==> src/bcps_map.vh <==
// constants for the branch, call and return pc sequencer
`ifndef BCPS_MAP_VH
`define BCPS_MAP_VH

// instruction word layout, bit 0 of the format is word bit 47
`define BCPS_OPC_HI        47
`define BCPS_OPC_LO        40
`define BCPS_RX_HI         39
`define BCPS_RX_LO         36
`define BCPS_RYF_HI        35
`define BCPS_RYF_LO        32
`define BCPS_DSP_LONG_HI   31
`define BCPS_DSP_LONG_LO   0
`define BCPS_DSP_SHORT_HI  31
`define BCPS_DSP_SHORT_LO  16

// opcode classes
`define BCPS_GRP_BRANCH    3'h4
`define BCPS_LONG_BIT      4
`define BCPS_OP_REGISTER_RELATIVE_SUBROUTINE_OP      8'h53
`define BCPS_OP_RET        8'h57

// low nibble of branch-group opcodes
`define BCPS_FN_CALL       4'h3
`define BCPS_FN_LOOP       4'h7
`define BCPS_FN_JUMP       4'hb
`define BCPS_FN_NONE       4'hf
`define BCPS_FN_IMM_BIT    2

// condition codes handed to the comparator
`define BCPS_CND_GT        3'h0
`define BCPS_CND_LT        3'h1
`define BCPS_CND_EQ        3'h2
`define BCPS_CND_LE        3'h4
`define BCPS_CND_GE        3'h5
`define BCPS_CND_NE        3'h6

// instruction lengths in bytes
`define BCPS_LEN_REG       32'h00000002
`define BCPS_LEN_SHORT     32'h00000004
`define BCPS_LEN_LONG      32'h00000006

// issue stall after a wrong prediction, in cycles
`define BCPS_MISPRED_CYC   3'h4

`endif

==> src/bcps_cmp.v <==
// signed relational compare for conditional branches
`timescale 1ns/10ps
`default_nettype none
`include "bcps_map.vh"

module bcps_cmp (
    input  wire [31:0] opa,
    input  wire [31:0] opb,
    input  wire [2:0]  cond,
    output reg         holds
);

    wire signed [31:0] sa;
    wire signed [31:0] sb;
    wire               lt;
    wire               eq;

    // both operands taken as two's complement
    assign sa = opa;
    assign sb = opb;
    assign lt = (sa < sb);
    assign eq = (sa == sb);

    // relop select; unknown codes never take
    always @* begin
        case (cond)
            `BCPS_CND_GT: holds = ~lt & ~eq;
            `BCPS_CND_LT: holds = lt;
            `BCPS_CND_EQ: holds = eq;
            `BCPS_CND_LE: holds = lt | eq;
            `BCPS_CND_GE: holds = ~lt;
            `BCPS_CND_NE: holds = ~eq;
            default:      holds = 1'b0;
        endcase
    end

endmodule
`default_nettype wire

==> src/bcps_seq.v <==
// next-pc, prediction and link logic for branch, loop, call and return
//
// Overview of operation
// - the word holds opcode, first register, second field and a short or long displacement.
// - the target is own pc plus signed displacement, short ones sign-extended to 32 bits.
// - a branch not taken continues at pc plus the branch's own length.
// - for conditional ops the displacement lsb hints: set prefetches target, clear sequential.
// - a wrong prediction keeps the pc right but delays the next instruction by four cycles.
// - the unconditional jump always goes to and prefetches pc plus displacement, hint ignored.
// - the first register is compared signed with the second register or zero-extended field.
// - relations eq, lt, gt, ne, le and ge are offered; the branch is taken only if it holds.
// - loop adds 4-bit second field to the first register, writes back, branches if negative.
// - the relative call links the next address into the first register and jumps to target.
// - the register-relative call links pc plus 2 and jumps to pc plus the second register.
// - the return links pc plus 2 and jumps to the absolute address in the second register.
`timescale 1ns/10ps
`default_nettype none
`include "bcps_map.vh"

module bcps_seq (
    input  wire        CLK,
    input  wire        RESET_N,
    input  wire        INSN_VALID,
    input  wire [47:0] INSN_WORD,
    input  wire [31:0] INSN_PC,
    input  wire [31:0] RX_DATA,
    input  wire [31:0] RY_DATA,
    output reg         INSN_READY,
    output reg         XFER_VALID,
    output reg  [31:0] NEXT_PC,
    output reg  [31:0] PREFETCH_PC,
    output reg         MISPREDICT,
    output reg         LINK_WE,
    output reg  [3:0]  LINK_ADDR,
    output reg  [31:0] LINK_DATA
);

    // sequencer states, one-hot
    localparam [1:0] ST_RUN   = 2'b01;
    localparam [1:0] ST_STALL = 2'b10;

    // sequencer state and the dead-slot counter
    reg [1:0]  state_r;
    reg [1:0]  state_nxt;
    reg [2:0]  stall_cnt_r;
    reg [2:0]  stall_cnt_nxt;

    // decoded fields and shared terms
    wire [7:0]  opcode;
    wire [3:0]  first_reg;
    wire [3:0]  second_operand_field;
    wire [3:0]  fn;
    wire        is_group;
    wire        is_long;
    wire [31:0] disp;
    wire        hint;
    wire        take;

    // field extraction from the fetched word
    assign opcode               = INSN_WORD[`BCPS_OPC_HI:`BCPS_OPC_LO];
    assign first_reg            = INSN_WORD[`BCPS_RX_HI:`BCPS_RX_LO];
    assign second_operand_field = INSN_WORD[`BCPS_RYF_HI:`BCPS_RYF_LO];
    assign fn                   = opcode[3:0];
    assign is_group             = (opcode[7:5] == `BCPS_GRP_BRANCH);
    assign is_long              = opcode[`BCPS_LONG_BIT];

    // short displacement sign-extended to a full word
    assign disp = is_long ? INSN_WORD[`BCPS_DSP_LONG_HI:`BCPS_DSP_LONG_LO]
                          : {{16{INSN_WORD[`BCPS_DSP_SHORT_HI]}},
                             INSN_WORD[`BCPS_DSP_SHORT_HI:`BCPS_DSP_SHORT_LO]};
    assign hint = disp[0];
    assign take = INSN_VALID & INSN_READY;

    // decoded transfer classes
    wire is_call  = is_group & (fn == `BCPS_FN_CALL);
    wire is_loop  = is_group & (fn == `BCPS_FN_LOOP);
    wire is_jump  = is_group & (fn == `BCPS_FN_JUMP);
    wire is_cond  = is_group & ~is_call & ~is_loop & ~is_jump
                    & (fn != `BCPS_FN_NONE);
    // register-format transfers sit outside the branch group; their length is 2
    wire is_register_relative_subroutine_op = (opcode == `BCPS_OP_REGISTER_RELATIVE_SUBROUTINE_OP);
    wire is_ret   = (opcode == `BCPS_OP_RET);
    wire is_xfer  = is_call | is_loop | is_jump | is_cond | is_register_relative_subroutine_op | is_ret;

    // comparator operand b: register or zero-extended field
    wire        use_imm = fn[`BCPS_FN_IMM_BIT];
    wire [31:0] cmp_b   = use_imm ? {28'h0000000, second_operand_field} : RY_DATA;
    wire [2:0]  cmp_cond = {fn[3], fn[1:0]};
    wire        cmp_holds;

    bcps_cmp u_cmp (
        .opa   (RX_DATA),
        .opb   (cmp_b),
        .cond  (cmp_cond),
        .holds (cmp_holds)
    );

    // loop increment; sign of the new value decides
    // the sum is written back even when the branch is not taken
    wire [31:0] loop_sum = RX_DATA + {28'h0000000, second_operand_field};
    wire        loop_neg = loop_sum[31];

    // length of the instruction in bytes
    reg [31:0] ilen;
    always @* begin
        if (is_register_relative_subroutine_op | is_ret) begin
            ilen = `BCPS_LEN_REG;
        end else if (is_long) begin
            ilen = `BCPS_LEN_LONG;
        end else begin
            ilen = `BCPS_LEN_SHORT;
        end
    end

    // candidate addresses; a carry out of bit 31 wraps like the pc does
    wire [31:0] seq_pc = INSN_PC + ilen;
    wire [31:0] tgt_pc = INSN_PC + disp;
    wire [31:0] rel_pc = INSN_PC + RY_DATA;

    // resolved next pc, predicted prefetch address and link write
    reg [31:0] next_pc_nxt;
    reg [31:0] pref_pc_nxt;
    reg        link_we_nxt;
    reg [31:0] link_data_nxt;
    reg        mispred_nxt;
    reg        cond_taken;

    always @* begin
        next_pc_nxt   = seq_pc;
        pref_pc_nxt   = seq_pc;
        link_we_nxt   = 1'b0;
        link_data_nxt = seq_pc;
        cond_taken    = 1'b0;
        mispred_nxt   = 1'b0;
        if (is_jump) begin
            next_pc_nxt = tgt_pc;
            pref_pc_nxt = tgt_pc;
        end else if (is_call) begin
            next_pc_nxt = tgt_pc;
            pref_pc_nxt = tgt_pc;
            link_we_nxt = 1'b1;
        end else if (is_register_relative_subroutine_op) begin
            next_pc_nxt = rel_pc;
            pref_pc_nxt = rel_pc;
            link_we_nxt = 1'b1;
        end else if (is_ret) begin
            next_pc_nxt = RY_DATA;
            pref_pc_nxt = RY_DATA;
            link_we_nxt = 1'b1;
        end else if (is_cond | is_loop) begin
            cond_taken    = is_loop ? loop_neg : cmp_holds;
            next_pc_nxt   = cond_taken ? tgt_pc : seq_pc;
            pref_pc_nxt   = hint ? tgt_pc : seq_pc;
            mispred_nxt   = (hint != cond_taken);
            link_we_nxt   = is_loop;
            link_data_nxt = loop_sum;
        end
    end

    // stall control: four dead issue slots after a wrong guess
    // no take can land while stalled, since ready is already low for the whole count
    always @* begin
        state_nxt     = state_r;
        stall_cnt_nxt = stall_cnt_r;
        case (state_r)
            ST_RUN: begin
                if (take & is_xfer & mispred_nxt) begin
                    state_nxt     = ST_STALL;
                    stall_cnt_nxt = `BCPS_MISPRED_CYC;
                end
            end
            ST_STALL: begin
                stall_cnt_nxt = stall_cnt_r - 3'h1;
                if (stall_cnt_r == 3'h1) begin
                    state_nxt = ST_RUN;
                end
            end
            default: begin
                state_nxt     = ST_RUN;
                stall_cnt_nxt = 3'h0;
            end
        endcase
    end

    // ready is registered so that it leaves a flop; it drops the cycle after the branch
    wire ready_nxt = (state_nxt == ST_RUN);

    // state and output registers
    always @(posedge CLK) begin
        if (!RESET_N) begin
            // ready stays low in reset so the fetch side cannot offer too early
            state_r     <= ST_RUN;
            stall_cnt_r <= 3'h0;
            INSN_READY  <= 1'b0;
            XFER_VALID  <= 1'b0;
            NEXT_PC     <= 32'h00000000;
            PREFETCH_PC <= 32'h00000000;
            MISPREDICT  <= 1'b0;
            LINK_WE     <= 1'b0;
            LINK_ADDR   <= 4'h0;
            LINK_DATA   <= 32'h00000000;
        end else begin
            state_r     <= state_nxt;
            stall_cnt_r <= stall_cnt_nxt;
            INSN_READY  <= ready_nxt;
            XFER_VALID  <= take & is_xfer;
            MISPREDICT  <= take & is_xfer & mispred_nxt;
            LINK_WE     <= take & link_we_nxt;
            // held results move only on a transfer; plain ops leave them as they were
            if (take & is_xfer) begin
                NEXT_PC     <= next_pc_nxt;
                PREFETCH_PC <= pref_pc_nxt;
                LINK_ADDR   <= first_reg;
                LINK_DATA   <= link_data_nxt;
            end
        end
    end

endmodule
`default_nettype wire

==> config.mk <==
export PLATFORM = sky130hd
export DESIGN_NAME = bcps_seq
export DESIGN_NICKNAME = d
export VERILOG_FILES = /design/src/bcps_cmp.v /design/src/bcps_seq.v
export VERILOG_INCLUDE_DIRS = /design/src
export SDC_FILE = /design/constraint.sdc
export NUM_CORES = 1
export LEC_CHECK = 0
export BUFFER_PORTS_ARGS = -buffer_cell sky130_fd_sc_hd__buf_2
export CAP_MARGIN = 20
export CORE_MARGIN = 4
export CORE_UTILIZATION = 55
export DETAILED_ROUTE_END_ITERATION = 6
export PLACE_DENSITY = 0.9
export SETUP_SLACK_MARGIN = 0.3
export SLEW_MARGIN = 20
export SYNTH_ARGS = -nofsm -noshare
export SYNTH_HDL_FRONTEND = slang
export SYNTH_HIERARCHICAL = 1
export SYNTH_SLANG_ARGS = --single-unit
==> constraint.sdc <==
create_clock -name CLK -period 9.9 [get_ports CLK]
set_clock_uncertainty 0.05 [all_clocks]
set_input_delay 0.99 -clock CLK [delete_from_list [all_inputs] [get_ports CLK]]
set_output_delay 0.99 -clock CLK [all_outputs]
set_load 0.02 [all_outputs]
# Word level (Yosys, flattened, before mapping)
# Index checks and enable logic that the tools add are counted.
# W data, S select, Z words.
[classes]
addsub = 5
multipliers = 0
div_mod_pow = 0
n_lt_le_gt_ge = 1
n_eq_ne = 19
shifts = 0
mux = 38
bitwise_logic = 25
reduce_logical = 1
[op_table]
columns = ["cell", "count"]
rows = [
  ["$mux W32", 18],
  ["$add A32 B32 Y32", 3],
  ["$add A32 B4 Y32", 1],
  ["$eq A32 B32 Y1", 1],
  ["$lt A32 B32 Y1", 1],
  ["$mux W31", 1],
  ["$eq A8 B7 Y1 const B", 2],
  ["$and A1 B1 Y1", 12],
  ["$eq A3 B3 Y1 const B", 4],
  ["$mux W1", 11],
  ["$or A1 B1 Y1", 8],
  ["$eq A3 B1 Y1 const B", 2],
  ["$mux W2", 3],
  ["$mux W3", 2],
  ["$pmux W1 S6", 1],
  ["$pmux W3 S2", 1],
  ["$not A1 Y1", 5],
  ["$eq A2 B1 Y1 const B", 2],
  ["$eq A4 B2 Y1 const B", 1],
  ["$eq A4 B3 Y1 const B", 1],
  ["$eq A4 B4 Y1 const B", 1],
  ["$ne A4 B4 Y1 const B", 1],
  ["$pmux W2 S2", 1],
  ["$eq A3 B2 Y1 const B", 1],
  ["5 further kinds", 5],
]
[word_totals]
ff_bits = 109
latch_bits = 0
mem_bits_rw = 0
romBits = 0
output_inout_bits = 104
word_cells = 99
memories = 0

# Logic depth before layout (Yosys ltp)
[logic_depth]
word_depth = 17
ltp_mapped = 23
ltp_nobuf = 19

# Hierarchy
# The synthesis kept the hierarchy.
[by_module_without_submodules]
columns = ["mod", "instances", "cells_per_inst", "area_each_um2"]
rows = [
  ["bcps_seq", 1, 1469, 10617.7],
  ["bcps_cmp", 1, 121, 892.1],
]

# Least setup slack after synthesis
# No wires, ideal clock.
[synth_timing]
path_kind = "input port to flip-flop"
start = "in INSN_WORD[42]"
end = "reg NEXT_PC[29]"
setup_ns = 0.123
arrival_time_ns = 4.971
slack_ns = 4.756
cell_stages = 22
cell_sequence = "clkbuf_1 > clkbuf_1 > clkbuf_1 > clkbuf_1 > nand2_1 > o21ai_0 > inv_1 > ha_1 > nor2b_1 > o211ai_1 > a21boi_0 > o41a_1 > o22ai_1 > xor2_1 > a221o_1 > nand3_1 > o21a_1 > clkbuf_1 > clkbuf_1 > nor2_1 > a311oi_1 > o21ai_0"
[synth_via]
elab_cells_between_ends = 41
cone_classes = "1 x add/sub; 1 x order compare; 7 x eq/ne; 10 x mux; 22 x bitwise"
[synth_lines]
columns = ["element", "line_no", "rtl"]
rows = [
  ["start: declaration", "bcps_seq.v:24", "input wire [47:0] INSN_WORD,"],
  ["$mux W32 *", "bcps_seq.v:87", "wire [31:0] cmp_b = use_imm ? {28'h0000000, second_operand_field} : RY_DATA;"],
  ["via cmp_b[1]", "bcps_seq.v:87", ""],
  ["$lt A32 B32 Y1 / $eq A32 B32 Y1 (equally long branches)", "bcps_cmp.v:21, bcps_cmp.v:22", ""],
  ["$not A1 Y1 (on tied branches)", "bcps_cmp.v:27, bcps_cmp.v:31, bcps_cmp.v:32", ""],
  ["$and A1 B1 Y1", "bcps_cmp.v:27", "`BCPS_CND_GT: holds = ~lt & ~eq;"],
  ["$pmux W1 S6 *", "bcps_cmp.v:26", "case (cond)"],
  ["via cmp_holds", "bcps_seq.v:89", "wire cmp_holds;"],
  ["$mux W1 *", "bcps_seq.v:151", "cond_taken = is_loop ? loop_neg : cmp_holds;"],
  ["$mux W32 *", "bcps_seq.v:152", "next_pc_nxt = cond_taken ? tgt_pc : seq_pc;"],
  ["$mux W32 *", "bcps_seq.v:150", "end else if (is_cond | is_loop) begin"],
  ["$mux W32 *", "bcps_seq.v:146", "end else if (is_ret) begin"],
  ["$mux W32 *", "bcps_seq.v:142", "end else if (is_register_relative_subroutine_op) begin"],
  ["$mux W32 *", "bcps_seq.v:138", "end else if (is_call) begin"],
  ["$mux W32 *", "bcps_seq.v:135", "if (is_jump) begin"],
  ["end signal: assignment", "bcps_seq.v:211", "NEXT_PC <= next_pc_nxt;"],
  ["end: declaration", "bcps_seq.v:30", "output reg [31:0] NEXT_PC,"],
]
# Mark *: on every way through the listed nets, which the timed path passes. The rest lies on a longest branch.
# A chain may end at the register's enable or synchronous reset.

# Worst setup path in the final report
[layout_timing]
start = "in INSN_WORD[42]"
end = "reg NEXT_PC[2]"
# The elaborated chain is that of the path after synthesis.

==> run_results.csv <==
group,metric,value,unit
run_status,status,"finished clean",
worst_setup_path,startpoint_type,"input pin",
timing,maxSlewHeadroom,0.288,
worst_setup_path,required,10.15,ns
synthesis,synthArstFlopShare,0,
placed_design,routabilityCongestion,1.07,
timing,period_minus_slack,5.60,ns
global_route,grt_pass1_vias,12100,
floorplan,coreArea,20400,µm²
worst_setup_path,reg2reg_depth,10,
routing,num_vias,13600,
worst_setup_path,crit_end,"NEXT_PC[2]",
timing,hold_viol_final,0,
global_route,overflow,0,
floorplan,die_w,153,µm
routing,final_antenna_net_count,0,
floorplan,die_area,23300,µm²
routing,first_pass_iters,6,
routing,drt_iter0_markers,1818,
timing,setup_viol,0,
timing,tns,0,ns
synthesis,netlist_area,11500,µm²
synthesis,ys_seq_elements,109,
final_layout,nNetsFinal,2039,
final_layout,regArea,2180,µm²
floorplan,start_util,0.563,
final_layout,drive_above_1_share,0.179,
clock_network,cts_buffers,9,
worst_setup_path,r2r_end,"NEXT_PC[24]",
timing,slew_violations,0,
synthesis,synth-edff-count,0,
timing,rsz0062_at_grt,"no",
clock_network,post_cts_buffers,0,
timing,worst_slew_pin_slew,1.06,ns
worst_setup_path,worstPathArrival,5.84,ns
routing,wl_per_cell,23.7,µm
routing,vias_per_cell,6.60,
timing,min_period_over_period,0.565,
worst_setup_path,cp_max_fo,79,
worst_setup_path,reg2reg_slack,6.91,ns
placed_design,hpwlAfterDp,38.9,mm
clock_network,postCtsHoldBufs,0,
global_route,antenna_found_initial,1,
synthesis,ys_types,79,
synthesis,avgSynthCellArea,7.24,µm²
placed_design,port-buffer-count,250,
synthesis,synthCells,1590,
final_layout,syn2layout_area_growth,15.3,%
final_layout,multiInputGateArea,8800,µm²
synthesis,synth_nets,1845,
clock_network,clk_path_buf_depth,2,
power_and_ir_drop,ir_worst_vdd,85.9,µV
worst_setup_path,rr_startpoint,"INSN_READY",
worst_setup_path,crit_path_start,"INSN_WORD[42]",
clock_network,cts.repair.resized,0,
power_and_ir_drop,leakage,5.90,nW
worst_setup_path,worstSetupPathType,"in -> reg",
final_layout,final_cell_mix,"250 x buf_2, 249 x nand2_1, 132 x a21oi_1, 117 x o21ai_0, 109 x dfxtp_1",
synthesis,yosysSeqAreaShare,0.190,
timing,fmax,179,MHz
worst_setup_path,end_kind,"flip-flop",
clock_network,htreeDepth,3,
power_and_ir_drop,p_per_area,112,nW/µm²
floorplan,rows,52,
routing,finalWirelength,48.7,mm
routing,post-route-drc-count,0,
floorplan,die_y,153,µm
synthesis,yosysWarnings,6,
final_layout,num-fill-cells,1881,
clock_network,cts_tree,"built",
final_layout,final_common_cell,"buf_2",
floorplan,io_pins,251,
clock_network,clk_latency,0.36,ns
clock_network,cts_root_buf,"clkbuf_16",
hold_path,hp-class,"reg -> reg",
clock_network,clock_sinks,109,
global_route,grt_pass1_wl,71.6,mm
global_route,grt_start_max_net_pins,80,
timing,whs,0.399,ns
run,maxCapViolCount,0,
synthesis,synthFlopType,"dfxtp_1",
global_route,track_usage,0.390,
clock_network,path_clk_slew,0.08,ns
-- critical path, cell delays in order --
cell and delay, ns:
buf_2 0.07, buf_4 0.59, mux2_2 0.41, inv_1 0.06, ha_1 0.24, a21oi_1 0.15
a21boi_0 0.09, o41a_1 0.46, o22ai_1 0.18, xor2_1 0.09, a221o_1 0.42, nand3_1 0.12
o21a_1 0.82, nand2_1 0.50, a221oi_1 0.38, a21oi_1 0.09, nor2b_1 0.14
-- layout make-up --
type                            instances  share of cell area
Antenna cell                            1            0.000189
Timing Repair Buffer                  265               0.103
Tap cell                              270              0.0255
Inverter                               61              0.0173
Clock inverter                          7             0.00971
Multi-Input combinational cell       1338               0.663
Clock buffer                            9              0.0170
Sequential cell                       109               0.164
-- power by group --
group          switching (W)  leakage [nW]  internal (W)
combinational       0.000392          4.85      0.000214
clock               0.000186         0.170      0.000231
sequential        0.00000940         0.880      0.000453
-- synth_stat cells (all sizes together), types with 11 or more instances --
cell	n	area, µm²
buf	13	55.1
nor3	20	100
a31oi	22	150
o21ai	123	619
o211ai	38	290
nand3	52	260
xor2	54	473
and4	14	123
and2	11	68.8
nand4	24	150
clkbuf	69	259
mux2	19	214
a211oi	33	253
and3	15	93.8
nor2	94	353
dfxtp	109	2180
ha	104	1300
nand2	249	935
a21o	29	218
a21oi	133	669
xnor2	60	526
a21boi	32	240
o21a	14	105
a221oi	15	144
nor2b	54	338
inv	61	229
nand2b	13	81.3
-- layer usage --
layer,GRT usage,vias to the layer above,wire [µm]
li1,-,6158,-
met1,0.529,6295,18800
met2,0.598,976,20800
met5,0,-,0
met3,0.0866,175,6540
met4,0.164,0,2520
-- how the worst min path moves through the flow --
stage / endpoint / slack, ns / depth (start not counted) / from
6_report: NEXT_PC[21] / 0.40 / 1 / NEXT_PC[21]
5_1_grt: PREFETCH_PC[15] / 0.43 / 1 / PREFETCH_PC[15]
4_1_cts: PREFETCH_PC[19] / 0.40 / 2 / PREFETCH_PC[19]
3_5_place_dp: PREFETCH_PC[19] / 0.39 / 2 / PREFETCH_PC[19]
3_3_place_gp: PREFETCH_PC[19] / 0.37 / 2 / PREFETCH_PC[19]
2_1_floorplan: stall_cnt_r[2] / 0.41 / 2 / stall_cnt_r[2]
-- kinds of logic after synthesis --
group	Yosys count	share of synthesized area
AO/OA/AOI/OAI	522	0.300
XOR/XNOR	114	0.0867
adder cells (fa/ha/maj)	108	0.120
buffers and inverters	143	0.0472
flip-flops	109	0.190
multiplexers	27	0.0255
AND/OR/NAND/NOR	567	0.231
-- registers in the layout, summed over array words and instances (netlist names) --
name	flops
INSN_READY	1
LINK_ADDR	4
LINK_DATA	32
LINK_WE	1
MISPREDICT	1
NEXT_PC	32
PREFETCH_PC	32
XFER_VALID	1
stall_cnt_r	3
state_r	2
-- through the flow --
stage          cell area, µm²  total power [W]   util  worst slack [ns]  cells
2_1_floorplan           11500         0.000848      -              4.76   1590
3_3_place_gp            12900          0.00104  0.632              4.29   2043
3_5_place_dp            12900          0.00105  0.632              4.12   2043
4_1_cts                 13300          0.00146  0.649              4.48   2059
5_1_grt                 13300          0.00154  0.650              3.99   2060
6_report                13300          0.00149  0.650              4.30   2060
Note: power is estimated with default switching activity, not from simulation.
